$ cat src/ssm_pkg.sv
// constants for the spread spectrum profile generator
// assumes a single clock running at the phase detector rate
package ssm_pkg;
    // ------------------------------------------------------------
    // field widths
    // ------------------------------------------------------------
    localparam int STEP_W = 4;
    localparam int NCNT_W = 3;
    localparam int OFS_W = 6;
    localparam int DELTA_W = 4;
    localparam int NUM_DELTA = 12;
    localparam int ACC_W = 8;
    localparam int OUT_W = 9;
    localparam int REFDIV_W = 8;
    localparam int FBCNT_W = 16;
    // ------------------------------------------------------------
    // equation constants
    // ------------------------------------------------------------
    localparam logic [STEP_W:0] STEP_ADD = 5'h02;
    localparam logic [STEP_W-1:0] STEP_OFF = 4'h0;
    localparam int NCNT_MUL_SH = 1;
    localparam logic [15:0] LFSR_SEED = 16'hACE1;
    localparam logic [15:0] LFSR_TAPS = 16'hB400;
    typedef enum logic [1:0] {
        SSM_Q_RISE,
        SSM_Q_FALL,
        SSM_Q_NRISE,
        SSM_Q_NFALL
    } ssm_quad_e;
endpackage

$ cat src/ssm_top.sv
// spread spectrum profile generator for the fractional feedback divider
// assumes configuration inputs are static, from the same clock domain
//
// Decided for this implementation: the register addresses and the address-and-strobe port.
`timescale 1ns/1ps
`default_nettype none
module ssm_top (
    // clock and reset
    input wire logic i_clk_sys,
    input wire logic i_nrst,
    // first pll profile configuration
    input wire logic [ssm_pkg::STEP_W-1:0] i_step_period,
    input wire logic [ssm_pkg::NCNT_W-1:0] i_sample_count,
    input wire logic [ssm_pkg::OFS_W-1:0] i_frac_offset,
    input wire logic [ssm_pkg::NUM_DELTA*ssm_pkg::DELTA_W-1:0]
        i_profile_delta_sample,
    input wire logic i_lsb_dither_en,
    input wire logic i_double_amplitude_en,
    // fourth pll spread configuration
    input wire logic i_pll3_spread_en,
    input wire logic [ssm_pkg::REFDIV_W-1:0] i_pll3_spread_ref_div,
    input wire logic [ssm_pkg::FBCNT_W-1:0] i_pll3_spread_fb_count,
    // register port
    input wire logic [3:0] i_addr,
    input wire logic [31:0] i_wdata,
    input wire logic i_wr,
    input wire logic i_rd,
    output logic [31:0] o_rdata,
    // first pll divider side
    output logic o_spread_active,
    output logic [ssm_pkg::OUT_W-1:0] o_frac_value,
    output logic o_step_strobe,
    // fourth pll divider side
    output logic o_pll3_spread_active,
    output logic [ssm_pkg::REFDIV_W-1:0] o_pll3_ref_div,
    output logic [ssm_pkg::FBCNT_W-1:0] o_pll3_fb_count
);
    import ssm_pkg::*;

    // ------------------------------------------------------------
    // register port: status read, soft hold control
    // ------------------------------------------------------------
    localparam logic [3:0] ADDR_CTRL = 4'h0;
    localparam logic [3:0] ADDR_STAT = 4'h1;
    logic hold_r;
    logic [31:0] rdata_r;
    wire wr_ctrl = i_wr && (i_addr == ADDR_CTRL);
    wire [31:0] stat_word;
    wire [31:0] rd_mux;

    always_ff @(posedge i_clk_sys or negedge i_nrst) begin
        if (!i_nrst) begin
            hold_r <= 1'b0;
        end else if (wr_ctrl) begin
            hold_r <= i_wdata[0];
        end
    end

    // ------------------------------------------------------------
    // enables
    // ------------------------------------------------------------
    wire spread_en = (i_step_period != STEP_OFF) && !hold_r;
    assign o_pll3_spread_active = i_pll3_spread_en;
    // spread divider values only steer the loop while enabled
    assign o_pll3_ref_div = i_pll3_spread_en ? i_pll3_spread_ref_div
                                             : '0;
    assign o_pll3_fb_count = i_pll3_spread_en ? i_pll3_spread_fb_count
                                              : '0;

    // ------------------------------------------------------------
    // step timing and sample index
    // ------------------------------------------------------------
    logic [STEP_W:0] step_cnt_r;
    logic [3:0] idx_r;
    ssm_quad_e quad_r;
    logic [ACC_W-1:0] acc_r;
    logic [OUT_W-1:0] frac_r;
    logic [15:0] lfsr_r;
    logic en_d_r;

    wire [STEP_W:0] step_len = {1'b0, i_step_period} + STEP_ADD;
    wire step_end = (step_cnt_r == step_len - 5'h01);
    // count wraps are decoded from the registered index
    wire [3:0] n_eff = {i_sample_count, 1'b0};
    wire idx_last = (idx_r == n_eff - 4'h1);
    wire rising = (quad_r == SSM_Q_RISE) || (quad_r == SSM_Q_NRISE);
    wire negate = (quad_r == SSM_Q_NRISE) || (quad_r == SSM_Q_NFALL);
    wire [3:0] delta_idx = rising ? idx_r : (n_eff - 4'h1 - idx_r);
    wire [DELTA_W-1:0] cur_delta =
        i_profile_delta_sample[delta_idx*DELTA_W +: DELTA_W];
    wire [ACC_W-1:0] acc_up = acc_r + {4'h0, cur_delta};
    wire [ACC_W-1:0] acc_dn = acc_r - {4'h0, cur_delta};
    wire [ACC_W-1:0] acc_nxt = rising ? acc_up : acc_dn;
    ssm_quad_e quad_nxt;

    always_comb begin
        unique case (quad_r)
            SSM_Q_RISE: quad_nxt = SSM_Q_FALL;
            SSM_Q_FALL: quad_nxt = SSM_Q_NRISE;
            SSM_Q_NRISE: quad_nxt = SSM_Q_NFALL;
            SSM_Q_NFALL: quad_nxt = SSM_Q_RISE;
        endcase
    end

    // held in reset while disabled so enabling restarts cleanly
    always_ff @(posedge i_clk_sys or negedge i_nrst) begin
        if (!i_nrst) begin
            step_cnt_r <= '0;
            idx_r <= '0;
            quad_r <= SSM_Q_RISE;
            acc_r <= '0;
        end else if (!spread_en) begin
            step_cnt_r <= '0;
            idx_r <= '0;
            quad_r <= SSM_Q_RISE;
            acc_r <= '0;
        end else if (step_end) begin
            step_cnt_r <= '0;
            acc_r <= acc_nxt;
            if (idx_last) begin
                idx_r <= '0;
                quad_r <= quad_nxt;
            end else begin
                idx_r <= idx_r + 4'h1;
            end
        end else begin
            step_cnt_r <= step_cnt_r + 5'h01;
        end
    end

    // ------------------------------------------------------------
    // output value: offset plus signed, scaled, dithered amplitude
    // ------------------------------------------------------------
    // a step end shows the new sum at once, so the first value never repeats
    wire [ACC_W-1:0] acc_sel = step_end ? acc_nxt : acc_r;
    wire [OUT_W-1:0] amp = i_double_amplitude_en ?
        {acc_sel, 1'b0} : {1'b0, acc_sel};
    wire [OUT_W-1:0] amp_d = {amp[OUT_W-1:1],
        amp[0] ^ (i_lsb_dither_en & lfsr_r[0])};
    // zero offset centres on nominal; nonzero shifts the centre up
    wire [OUT_W-1:0] base = {3'h0, i_frac_offset};
    wire [OUT_W-1:0] frac_nxt = negate ? (base - amp_d)
                                       : (base + amp_d);

    always_ff @(posedge i_clk_sys or negedge i_nrst) begin
        if (!i_nrst) begin
            lfsr_r <= LFSR_SEED;
        end else if (step_end) begin
            lfsr_r <= lfsr_r[0] ? ((lfsr_r >> 1) ^ LFSR_TAPS) : (lfsr_r >> 1);
        end
    end

    always_ff @(posedge i_clk_sys or negedge i_nrst) begin
        if (!i_nrst) begin
            frac_r <= '0;
            en_d_r <= 1'b0;
        end else begin
            en_d_r <= spread_en;
            if (!spread_en) begin
                frac_r <= base;
            end else if (step_end || !en_d_r) begin
                frac_r <= frac_nxt;
            end
        end
    end

    assign o_frac_value = frac_r;
    assign o_spread_active = en_d_r;
    assign o_step_strobe = spread_en && step_end;

    // ------------------------------------------------------------
    // read back
    // ------------------------------------------------------------
    assign stat_word = {16'h0000, acc_r, 2'h0, quad_r, idx_r};
    assign rd_mux = (i_addr == ADDR_CTRL) ? {31'h0, hold_r} :
                    (i_addr == ADDR_STAT) ? stat_word : 32'h0;

    always_ff @(posedge i_clk_sys or negedge i_nrst) begin
        if (!i_nrst) begin
            rdata_r <= '0;
        end else begin
            rdata_r <= i_rd ? rd_mux : 32'h0;
        end
    end
    assign o_rdata = rdata_r;

    // ------------------------------------------------------------
    // checks: step timing and sequencing
    // ------------------------------------------------------------
    step_len_a: assert property (
        @(posedge i_clk_sys) disable iff (!i_nrst)
        o_step_strobe && $stable(i_step_period) |=> !o_step_strobe [*1])
        else $error("step strobe repeated");

    cnt_range_a: assert property (
        @(posedge i_clk_sys) disable iff (!i_nrst)
        spread_en |-> step_cnt_r < step_len)
        else $error("step counter past period");

    cnt_adv_a: assert property (
        @(posedge i_clk_sys) disable iff (!i_nrst)
        spread_en && !step_end |=> step_cnt_r == $past(step_cnt_r) + 5'h01)
        else $error("step counter stalled");

    strobe_rst_a: assert property (
        @(posedge i_clk_sys) disable iff (!i_nrst)
        o_step_strobe |=> step_cnt_r == 5'h00)
        else $error("step counter not restarted");

    disable_a: assert property (
        @(posedge i_clk_sys) disable iff (!i_nrst)
        (i_step_period == STEP_OFF) |=> (idx_r == 4'h0) && !o_step_strobe)
        else $error("spread not held off");

    restart_a: assert property (
        @(posedge i_clk_sys) disable iff (!i_nrst)
        $rose(spread_en) |-> quad_r == SSM_Q_RISE && acc_r == 8'h00)
        else $error("profile did not restart");

    active_dly_a: assert property (
        @(posedge i_clk_sys) disable iff (!i_nrst)
        1'b1 |=> o_spread_active == $past(spread_en))
        else $error("active flag wrong");

    idx_range_a: assert property (
        @(posedge i_clk_sys) disable iff (!i_nrst)
        spread_en && i_sample_count != 3'h0 |-> idx_r < n_eff)
        else $error("index beyond count");

    idx_adv_a: assert property (
        @(posedge i_clk_sys) disable iff (!i_nrst)
        spread_en && step_end && !idx_last |=> idx_r == $past(idx_r) + 4'h1)
        else $error("index not advanced");

    quad_adv_a: assert property (
        @(posedge i_clk_sys) disable iff (!i_nrst)
        spread_en && step_end && idx_last && $stable(i_sample_count)
        |=> quad_r != $past(quad_r))
        else $error("quadrant not advanced");

    quad_keep_a: assert property (
        @(posedge i_clk_sys) disable iff (!i_nrst)
        spread_en && !(step_end && idx_last) |=> quad_r == $past(quad_r))
        else $error("quadrant moved early");

    acc_zero_a: assert property (
        @(posedge i_clk_sys) disable iff (!i_nrst)
        spread_en && step_end && idx_last && !rising |=> acc_r == 8'h00)
        else $error("mirror did not return to zero");

    // ------------------------------------------------------------
    // checks: profile value
    // ------------------------------------------------------------
    hold_frac_a: assert property (
        @(posedge i_clk_sys) disable iff (!i_nrst)
        en_d_r && $past(en_d_r) && spread_en && !$past(step_end)
        |-> $stable(o_frac_value))
        else $error("value changed mid step");

    frac_start_a: assert property (
        @(posedge i_clk_sys) disable iff (!i_nrst)
        !en_d_r && spread_en && !i_lsb_dither_en |=> o_frac_value == $past(base))
        else $error("profile did not start at offset");

    pos_step_a: assert property (
        @(posedge i_clk_sys) disable iff (!i_nrst)
        spread_en && step_end && !negate && !i_lsb_dither_en &&
        !i_double_amplitude_en
        |=> o_frac_value == $past(base) + {1'b0, $past(acc_nxt)})
        else $error("positive step value wrong");

    neg_step_a: assert property (
        @(posedge i_clk_sys) disable iff (!i_nrst)
        spread_en && step_end && negate && !i_lsb_dither_en &&
        !i_double_amplitude_en
        |=> o_frac_value == $past(base) - {1'b0, $past(acc_nxt)})
        else $error("negative step value wrong");

    off_frac_a: assert property (
        @(posedge i_clk_sys) disable iff (!i_nrst)
        !spread_en |=> o_frac_value == $past(base))
        else $error("offset not shown while off");

    x2_a: assert property (
        @(posedge i_clk_sys) disable iff (!i_nrst)
        i_double_amplitude_en |-> amp == {acc_sel, 1'b0})
        else $error("amplitude not doubled");

    x1_a: assert property (
        @(posedge i_clk_sys) disable iff (!i_nrst)
        !i_double_amplitude_en |-> amp == {1'b0, acc_sel})
        else $error("amplitude not nominal");

    dither_off_a: assert property (
        @(posedge i_clk_sys) disable iff (!i_nrst)
        !i_lsb_dither_en |-> amp_d == amp)
        else $error("lsb changed without dither");

    lfsr_hold_a: assert property (
        @(posedge i_clk_sys) disable iff (!i_nrst)
        !step_end |=> $stable(lfsr_r))
        else $error("dither source moved mid step");

    // ------------------------------------------------------------
    // checks: fourth pll
    // ------------------------------------------------------------
    pll3_en_a: assert property (
        @(posedge i_clk_sys) disable iff (!i_nrst)
        !i_pll3_spread_en |-> o_pll3_fb_count == 16'h0000 &&
        o_pll3_ref_div == 8'h00)
        else $error("fourth pll values leak");

    pll3_on_a: assert property (
        @(posedge i_clk_sys) disable iff (!i_nrst)
        i_pll3_spread_en |-> o_pll3_ref_div == i_pll3_spread_ref_div)
        else $error("fourth pll divider not passed");

    pll3_fb_a: assert property (
        @(posedge i_clk_sys) disable iff (!i_nrst)
        i_pll3_spread_en |-> o_pll3_fb_count == i_pll3_spread_fb_count)
        else $error("fourth pll count not passed");

    // ------------------------------------------------------------
    // checks: register port
    // ------------------------------------------------------------
    rd_data_a: assert property (
        @(posedge i_clk_sys) disable iff (!i_nrst)
        i_rd && i_addr == ADDR_CTRL |=> o_rdata == {31'h0, $past(hold_r)})
        else $error("bad control read");

    stat_rd_a: assert property (
        @(posedge i_clk_sys) disable iff (!i_nrst)
        i_rd && i_addr == ADDR_STAT |=> o_rdata == $past(stat_word))
        else $error("bad status read");

    rd_idle_a: assert property (
        @(posedge i_clk_sys) disable iff (!i_nrst)
        !i_rd |=> o_rdata == 32'h0)
        else $error("read data without strobe");

    hold_wr_a: assert property (
        @(posedge i_clk_sys) disable iff (!i_nrst)
        wr_ctrl |=> hold_r == $past(i_wdata[0]))
        else $error("hold write lost");
endmodule
`default_nettype wire

$ cat config.mk
export PLATFORM = sky130hd
export DESIGN_NAME = ssm_top
export DESIGN_NICKNAME = d
export VERILOG_FILES = /design/src/ssm_pkg.sv /design/src/ssm_top.sv
export SDC_FILE = /design/constraint.sdc
export NUM_CORES = 1
export LEC_CHECK = 0
export ABC_CLOCK_PERIOD_IN_PS = 6600
export BUFFER_PORTS_ARGS = -buffer_cell sky130_fd_sc_hd__buf_4
export CAP_MARGIN = 10
export CORE_ASPECT_RATIO = 1.4
export CORE_MARGIN = 3
export CORE_UTILIZATION = 39
export CTS_BUF_LIST = sky130_fd_sc_hd__clkbuf_4 sky130_fd_sc_hd__clkbuf_8
export CTS_CLUSTER_SIZE = 30
export DETAILED_ROUTE_END_ITERATION = 8
export MAX_ROUTING_LAYER = met4
export PLACE_DENSITY = 0.75
export SYNTH_ARGS = -nofsm -noshare
export SYNTH_HDL_FRONTEND = slang
export SYNTH_SLANG_ARGS = --single-unit
$ cat constraint.sdc
create_clock -name i_clk_sys -period 6.6 [get_ports i_clk_sys]
set_clock_uncertainty 0.15 [all_clocks]
set_input_delay 1.32 -clock i_clk_sys [delete_from_list [all_inputs] [get_ports i_clk_sys]]
set_output_delay 1.32 -clock i_clk_sys [all_outputs]
set_load 0.01 [all_outputs]
== Word level (Yosys, flattened, before mapping) ==
Cells that the tools add are included.

* Register bits after elaboration: 62
* Bits of input ports: 128
* Output and inout bits: 68
* Logic and storage cells: 67

* Add/sub/neg operators: 10
* Equality and inequality tests: 9
* Shifts and indexed selects: 1
* Multiplexer cells: 23
* Bitwise gates (word level): 3
* Reduce and logical (&&, ||, !) cells: 12

{| class="wikitable"
|+ Operator list
! kind !! count
|-
| 16-bit 2-to-1 mux || 5
|-
| 48-bit by 7-bit variable part select with 4-bit output || 1
|-
| 9-bit 2-to-1 mux || 4
|-
| 8-bit 2-to-1 mux || 4
|-
| 4-bit 2-to-1 mux || 4
|-
| 5-bit 2-to-1 mux || 2
|-
| 6-bit by 9-bit adder with 9-bit output || 1
|-
| 6-bit by 9-bit subtractor with 9-bit output || 1
|-
| 8-bit by 4-bit adder with 8-bit output || 1
|-
| 2-bit case mux with 4 select lines || 1
|-
| 8-bit by 4-bit subtractor with 8-bit output || 1
|-
| 2-bit 2-to-1 mux || 3
|-
| 2-bit by 1-bit inequality test with 1-bit output, second input constant || 3
|-
| 4-bit by 2-bit adder with 5-bit output, second input constant || 1
|-
| 5-bit by 1-bit adder with 5-bit output, second input constant || 1
|-
| 5-bit == test || 1
|-
| 5-bit by 1-bit subtractor with 5-bit output, second input constant || 1
|-
| 4-bit by 1-bit adder with 4-bit output, second input constant || 1
|-
| 2-bit == test, second input constant || 2
|-
| 4-bit by 1-bit == test with 1-bit output, second input constant || 1
|-
| 4-bit == test || 1
|-
| 4-bit logical NOT || 1
|-
| 3-bit inverter with 4-bit output || 1
|-
| 4-bit nonzero test || 1
|-
| other kinds (10) || 15
|}

== Depth between registers and ports, before layout ==
* Word-level depth: 13
* Depth in mapped cells: 32
* Mapped depth without buffers: 32

== Worst setup path before layout ==
No wires, ideal clock.

* Path type: input -> register
* From: input i_sample_count[0] in the netlist's numbering
* To: register frac_r[8] (netlist: o_frac_value[8])
* Setup time: 0.122 ns
* Arrival time: 6.443 ns
* Required time: 6.328 ns
* Setup slack: -0.114 ns
* Cell stages on the path: 23
* Path through: inv_1 > ha_1 > inv_1 > ha_1 > xor2_1 > nor2_1 > a21oi_1 > mux2i_1 > o21ai_0 > nor3_1 > ha_1 > nor2_1 > a21oi_1 > ha_1 > o21a_1 > a21bo_2 > a221oi_1 > mux4_2 > a2111o_1 > or3_1 > mux2_4 > a211o_1 > a32o_1

* Word-level cells in the longest chain between the ends: 13
* Elaborated cells on any way between the ends: 15
* Those cells by class: add/sub (6); shift (1); mux (7); bitwise (1)

{| class="wikitable"
|+ RTL lines
! element !! RTL line !! text
|-
| from (decl) || ssm_top.sv:13 || <nowiki>input wire logic [ssm_pkg::NCNT_W-1:0] i_sample_count,</nowiki>
|-
| 4-bit by 1-bit subtractor with 4-bit output * || ssm_top.sv:88 || <nowiki>wire [3:0] delta_idx = rising ? idx_r : (n_eff - 4'h1 - idx_r);</nowiki>
|-
| 4-bit subtractor * || ssm_top.sv:88 ||
|-
| 4-bit 2-to-1 mux * || ssm_top.sv:88 ||
|-
| 48-bit by 7-bit variable part select with 4-bit output * || ssm_top.sv:90 || <nowiki>i_profile_delta_sample[delta_idx*DELTA_W +: DELTA_W];</nowiki>
|-
| 8-bit by 4-bit subtractor with 8-bit output / 8-bit by 4-bit adder with 8-bit output (equally long branches) || ssm_top.sv:92, ssm_top.sv:91 ||
|-
| 8-bit 2-to-1 mux * || ssm_top.sv:93 || <nowiki>wire [ACC_W-1:0] acc_nxt = rising ? acc_up : acc_dn;</nowiki>
|-
| 8-bit 2-to-1 mux * || ssm_top.sv:135 || <nowiki>wire [ACC_W-1:0] acc_sel = step_end ? acc_nxt : acc_r;</nowiki>
|-
| 9-bit 2-to-1 mux * || ssm_top.sv:136 || <nowiki>wire [OUT_W-1:0] amp = i_double_amplitude_en ?</nowiki>
|-
| 1-bit bitwise XOR || ssm_top.sv:139 || <nowiki>amp[0] ^ (i_lsb_dither_en & lfsr_r[0])};</nowiki>
|-
| 6-bit by 9-bit adder with 9-bit output / 6-bit by 9-bit subtractor with 9-bit output (equally long branches) || ssm_top.sv:143, ssm_top.sv:142 ||
|-
| 9-bit 2-to-1 mux * || ssm_top.sv:142 || <nowiki>wire [OUT_W-1:0] frac_nxt = negate ? (base - amp_d)</nowiki>
|-
| 9-bit 2-to-1 mux * || ssm_top.sv:161 || <nowiki>end else if (step_end || !en_d_r) begin</nowiki>
|-
| 9-bit 2-to-1 mux * || ssm_top.sv:159 || <nowiki>if (!spread_en) begin</nowiki>
|-
| to (signal assigned) || ssm_top.sv:160 || <nowiki>frac_r <= base;</nowiki>
|-
| to (signal assigned) || ssm_top.sv:162 || <nowiki>frac_r <= frac_nxt;</nowiki>
|-
| to (decl) || ssm_top.sv:77 || <nowiki>logic [OUT_W-1:0] frac_r;</nowiki>
|}

Every way passes the cells marked *; elsewhere a longest branch is shown, timed or not. The select of a mux whose other input is x is not followed.
A chain may end at the register's enable or synchronous reset.

== Worst setup path after layout ==
Same ends and word-level chain as after synthesis.

==> impl_metrics.xml <==
<?xml version="1.0" encoding="UTF-8"?>
<metrics>
  <group name="outcome">
    <metric name="outcome" unit="">completed</metric>
  </group>
  <group name="sta">
    <metric name="whs" unit="ps">306</metric>
    <metric name="timing.final.setup_violations" unit="">0</metric>
    <metric name="grt_setup_unrepaired" unit="">yes</metric>
    <metric name="worst_slew_margin_rel" unit="">0.407</metric>
    <metric name="timing.final.crit_period" unit="ps">6570</metric>
    <metric name="hold_viol_final" unit="">0</metric>
    <metric name="max_freq" unit="MHz">152</metric>
    <metric name="worst-slew-pin-transition" unit="ps">890</metric>
    <metric name="finalCritPeriodShare" unit="">0.995</metric>
    <metric name="timing.final.max_slew_violations" unit="">0</metric>
    <metric name="tns" unit="ps">0</metric>
    <metric name="worst_slack" unit="ps">34.2</metric>
  </group>
  <group name="cts">
    <metric name="tritoncts.num_buffers" unit="">9</metric>
    <metric name="clock_tree.buffer_depth" unit="">2</metric>
    <metric name="h_tree_level_count" unit="">3</metric>
    <metric name="cts_root_buffer" unit="">sky130_fd_sc_hd__clkbuf_8</metric>
    <metric name="numClockSinks" unit="">60</metric>
    <metric name="cts_tree" unit="">done</metric>
    <metric name="insertion_delay" unit="ps">350</metric>
    <metric name="clk_pin_slew_worst_paths" unit="ps">60</metric>
  </group>
  <group name="grt">
    <metric name="grt_max_degree" unit="">61</metric>
    <metric name="grt_overflow_total" unit="">0</metric>
    <metric name="vias_in_the_first_global_route" unit="">4387</metric>
    <metric name="grt_usage" unit="">0.186</metric>
    <metric name="grt_antenna_before_repair" unit="">0</metric>
    <metric name="grt_pass1_wl" unit="um">19300</metric>
  </group>
  <group name="floorplan">
    <metric name="die_x" unit="um">97.0</metric>
    <metric name="placement_rows" unit="">45</metric>
    <metric name="num_io_pins" unit="">196</metric>
    <metric name="initial_core_utilization" unit="">0.408</metric>
    <metric name="design.die.area" unit="um2">13000</metric>
    <metric name="floorplan.die.height" unit="um">133</metric>
    <metric name="core_region_area" unit="um2">11100</metric>
  </group>
  <group name="logic_synthesis">
    <metric name="asyncSetResetFlopFracSynth" unit="">1.00</metric>
    <metric name="synth_top_area_cell" unit="">sky130_fd_sc_hd__dfrtp_1</metric>
    <metric name="ys.warnings.count" unit="">0</metric>
    <metric name="post_synth_edffs" unit="">0</metric>
    <metric name="postSynth.topFlopCell" unit="">sky130_fd_sc_hd__dfrtp_1</metric>
    <metric name="postSynthRegisterBits" unit="">60</metric>
    <metric name="synth_seq_area_share" unit="">0.334</metric>
    <metric name="syn_area" unit="um2">4530</metric>
    <metric name="synth.top_cells.by_area" unit="">sky130_fd_sc_hd__dfrtp_1, sky130_fd_sc_hd__ha_1, sky130_fd_sc_hd__mux4_2</metric>
    <metric name="netlist.area_leader.share" unit="">0.288</metric>
    <metric name="synthDistinctLibCells" unit="">55</metric>
    <metric name="post_synth.cell_area_avg" unit="um2">9.12</metric>
    <metric name="postSynthCellCount" unit="">496</metric>
  </group>
  <group name="detailed_routing">
    <metric name="drt_wl_total" unit="um">11900</metric>
    <metric name="detail_route.drc_violations" unit="">0</metric>
    <metric name="num_vias" unit="">4275</metric>
    <metric name="dr.pass1.iters" unit="">4</metric>
    <metric name="viasPerCell" unit="">5.13</metric>
    <metric name="drtAntennaViolNets" unit="">0</metric>
    <metric name="avgRoutedWirePerCell" unit="um">14.3</metric>
    <metric name="detailedRoute.firstIterationViolations" unit="">186</metric>
  </group>
  <group name="worst_setup_path">
    <metric name="startpoint_type" unit="">input port</metric>
    <metric name="crit_buf_inv" unit="">7</metric>
    <metric name="element_type_at_the_critical_path_end" unit="">register</metric>
    <metric name="cp_max_fo" unit="">6</metric>
    <metric name="ff2ff_path_depth" unit="">29</metric>
    <metric name="reg2reg_to" unit="">o_frac_value[8]</metric>
    <metric name="critical_path_required" unit="ps">6680</metric>
    <metric name="timing_worst_setup_path_type" unit="">in -&gt; reg</metric>
    <metric name="cpLargestDelayFamily" unit="">adder cells</metric>
    <metric name="max_stage_delay" unit="ps">490</metric>
    <metric name="reg2reg_from" unit="">quad_r[0]</metric>
    <metric name="arrival" unit="ps">6650</metric>
    <metric name="worst_path_max_delay_cell" unit="">sky130_fd_sc_hd__fa_2</metric>
    <metric name="rrSetupSlack" unit="ps">380</metric>
  </group>
  <group name="final_layout">
    <metric name="final_area" unit="um2">6440</metric>
    <metric name="area.growth.synth_to_final" unit="%">42.3</metric>
    <metric name="layout.cells.most_common_list" unit="">sky130_fd_sc_hd__buf_4, sky130_fd_sc_hd__nand2_1, sky130_fd_sc_hd__dfrtp_1, sky130_fd_sc_hd__nor2_1, sky130_fd_sc_hd__and2_1</metric>
    <metric name="antenna_cells" unit="">0</metric>
    <metric name="fraction_of_final_layout_cells_with_drive_strength_greater_than_1" unit="">0.416</metric>
    <metric name="layout.area.seq" unit="um2">1510</metric>
    <metric name="most_common_cell_after_layout_fill_and_taps_aside" unit="">sky130_fd_sc_hd__buf_4</metric>
    <metric name="area_of_the_multi_input_gates" unit="um2">2940</metric>
    <metric name="filler_cell_count" unit="">961</metric>
    <metric name="number_of_nets_in_the_layout" unit="">846</metric>
  </group>
  <group name="placed_design">
    <metric name="io_buffer_count" unit="">146</metric>
    <metric name="detailed_place_hpwl" unit="um">9490</metric>
    <metric name="post_placement_worst_setup_slack" unit="ps">-381</metric>
    <metric name="final_gp_congestion" unit="">0.840</metric>
    <metric name="dpl-instance-area" unit="um2">6030</metric>
  </group>
  <group name="power_and_ir_drop">
    <metric name="leakagePower" unit="nW">3.25</metric>
    <metric name="powerDensity" unit="nW/um2">312</metric>
    <metric name="worst_ir_drop_vdd" unit="V">0.000143</metric>
  </group>
  <group name="worst_hold_path">
    <metric name="hold_start" unit="">lfsr_r[7]</metric>
    <metric name="worst_hold_path.num_cells" unit="">2</metric>
    <metric name="worst_hold_path_type" unit="">reg -&gt; reg</metric>
    <metric name="hold_end" unit="">lfsr_r[6]</metric>
  </group>
  <group name="run">
    <metric name="drv_cap" unit="">0</metric>
  </group>
</metrics>
## layout make-up
type | instances | area share
Clock buffer | 13 | 0.0239
Multi-Input combinational cell | 394 | 0.456
Sequential cell | 60 | 0.235
Timing Repair Buffer | 202 | 0.238
Clock inverter | 3 | 0.00622
Tap cell | 141 | 0.0274
Inverter | 21 | 0.0134
## cell usage after synthesis (4+ instances only)
master / count
sky130_fd_sc_hd__nand2_1: 63
sky130_fd_sc_hd__dfrtp_1: 52
sky130_fd_sc_hd__nor2_1: 42
sky130_fd_sc_hd__and2_1: 41
sky130_fd_sc_hd__ha_1: 28
sky130_fd_sc_hd__a21oi_1: 26
sky130_fd_sc_hd__nand3_1: 21
sky130_fd_sc_hd__xnor2_1: 21
sky130_fd_sc_hd__inv_1: 20
sky130_fd_sc_hd__buf_4: 19
sky130_fd_sc_hd__o21ai_0: 18
sky130_fd_sc_hd__clkbuf_1: 17
sky130_fd_sc_hd__mux4_2: 14
sky130_fd_sc_hd__xor2_1: 13
sky130_fd_sc_hd__mux2i_1: 11
sky130_fd_sc_hd__dfstp_2: 8
sky130_fd_sc_hd__a21o_1: 6
sky130_fd_sc_hd__a31oi_1: 6
sky130_fd_sc_hd__and3_1: 5
sky130_fd_sc_hd__a211o_1: 4
sky130_fd_sc_hd__nor3_1: 4
## logic make-up after synthesis
group	Yosys count	synth area share
compound gates	84	0.121
xor+xnor	37	0.0780
fa+ha+maj	30	0.0863
buf+inv	59	0.0650
flops	60	0.334
mux	29	0.105
other cells	1	0.000829
simple gates	196	0.210
## stage by stage
step	util	power, mW	std cells
2_1_floorplan	-	1.14	513
3_3_place_gp	0.544	1.50	812
3_5_place_dp	0.544	1.54	812
4_1_cts	0.562	1.88	828
5_1_grt	0.581	2.16	834
6_report	0.581	2.01	834
## registers in the layout (all words and copies together) (netlist names)
| signal | cells |
|---|---|
| acc_r | 8 |
| hold_r | 1 |
| idx_r | 4 |
| lfsr_r | 16 |
| o_frac_value | 9 |
| o_rdata | 14 |
| o_spread_active | 1 |
| quad_r | 2 |
| step_cnt_r | 5 |
## worst register-to-register path: cells and delay by family (launching register included)
family | cells | cell delay, ps
AOI/OAI and AO/OA | 8 | 1330
xor gates and xnor gates | 1 | 200
adders and majority gates | 5 | 1510
buffers and inverters | 6 | 640
DFF | 1 | 370
muxes | 4 | 1020
and+or+nand+nor | 5 | 890
## how the worst max path moves through the flow
stage / from / end / cells past startpoint
after floorplan: i_sample_count[0] / o_frac_value[8] / 32
after global routing: i_sample_count[0] / o_frac_value[8] / 33
after global placement: i_sample_count[0] / o_frac_value[8] / 33
final: i_sample_count[0] / o_frac_value[8] / 33
after detailed placement: i_sample_count[0] / o_frac_value[8] / 33
after CTS: i_sample_count[0] / o_frac_value[8] / 33
## metal layers
layer  global-route usage  share of wire  up-vias
li1                     -              -     2063
met1                0.192           0.37     2030
met4               0.0749          0.022        0
met5                    -              0        -
met2                0.351           0.56      162
met3               0.0283          0.053       20
## power by group
part	leakage, nW	total [mW]	switching, mW	internal, mW
clock network	0.105	0.328	0.138	0.190
logic	2.36	1.19	0.539	0.647
registers	0.785	0.495	0.0518	0.443
## what timing repair did
item                                    4_1_cts  5_1_grt
endpoints found under the setup margin        2        6
pin swaps                                     0       22
setup buffers                                 0        6
resized for setup                             1       45
hold buffers                                  0        0
(Power assumes the default switching activity.)
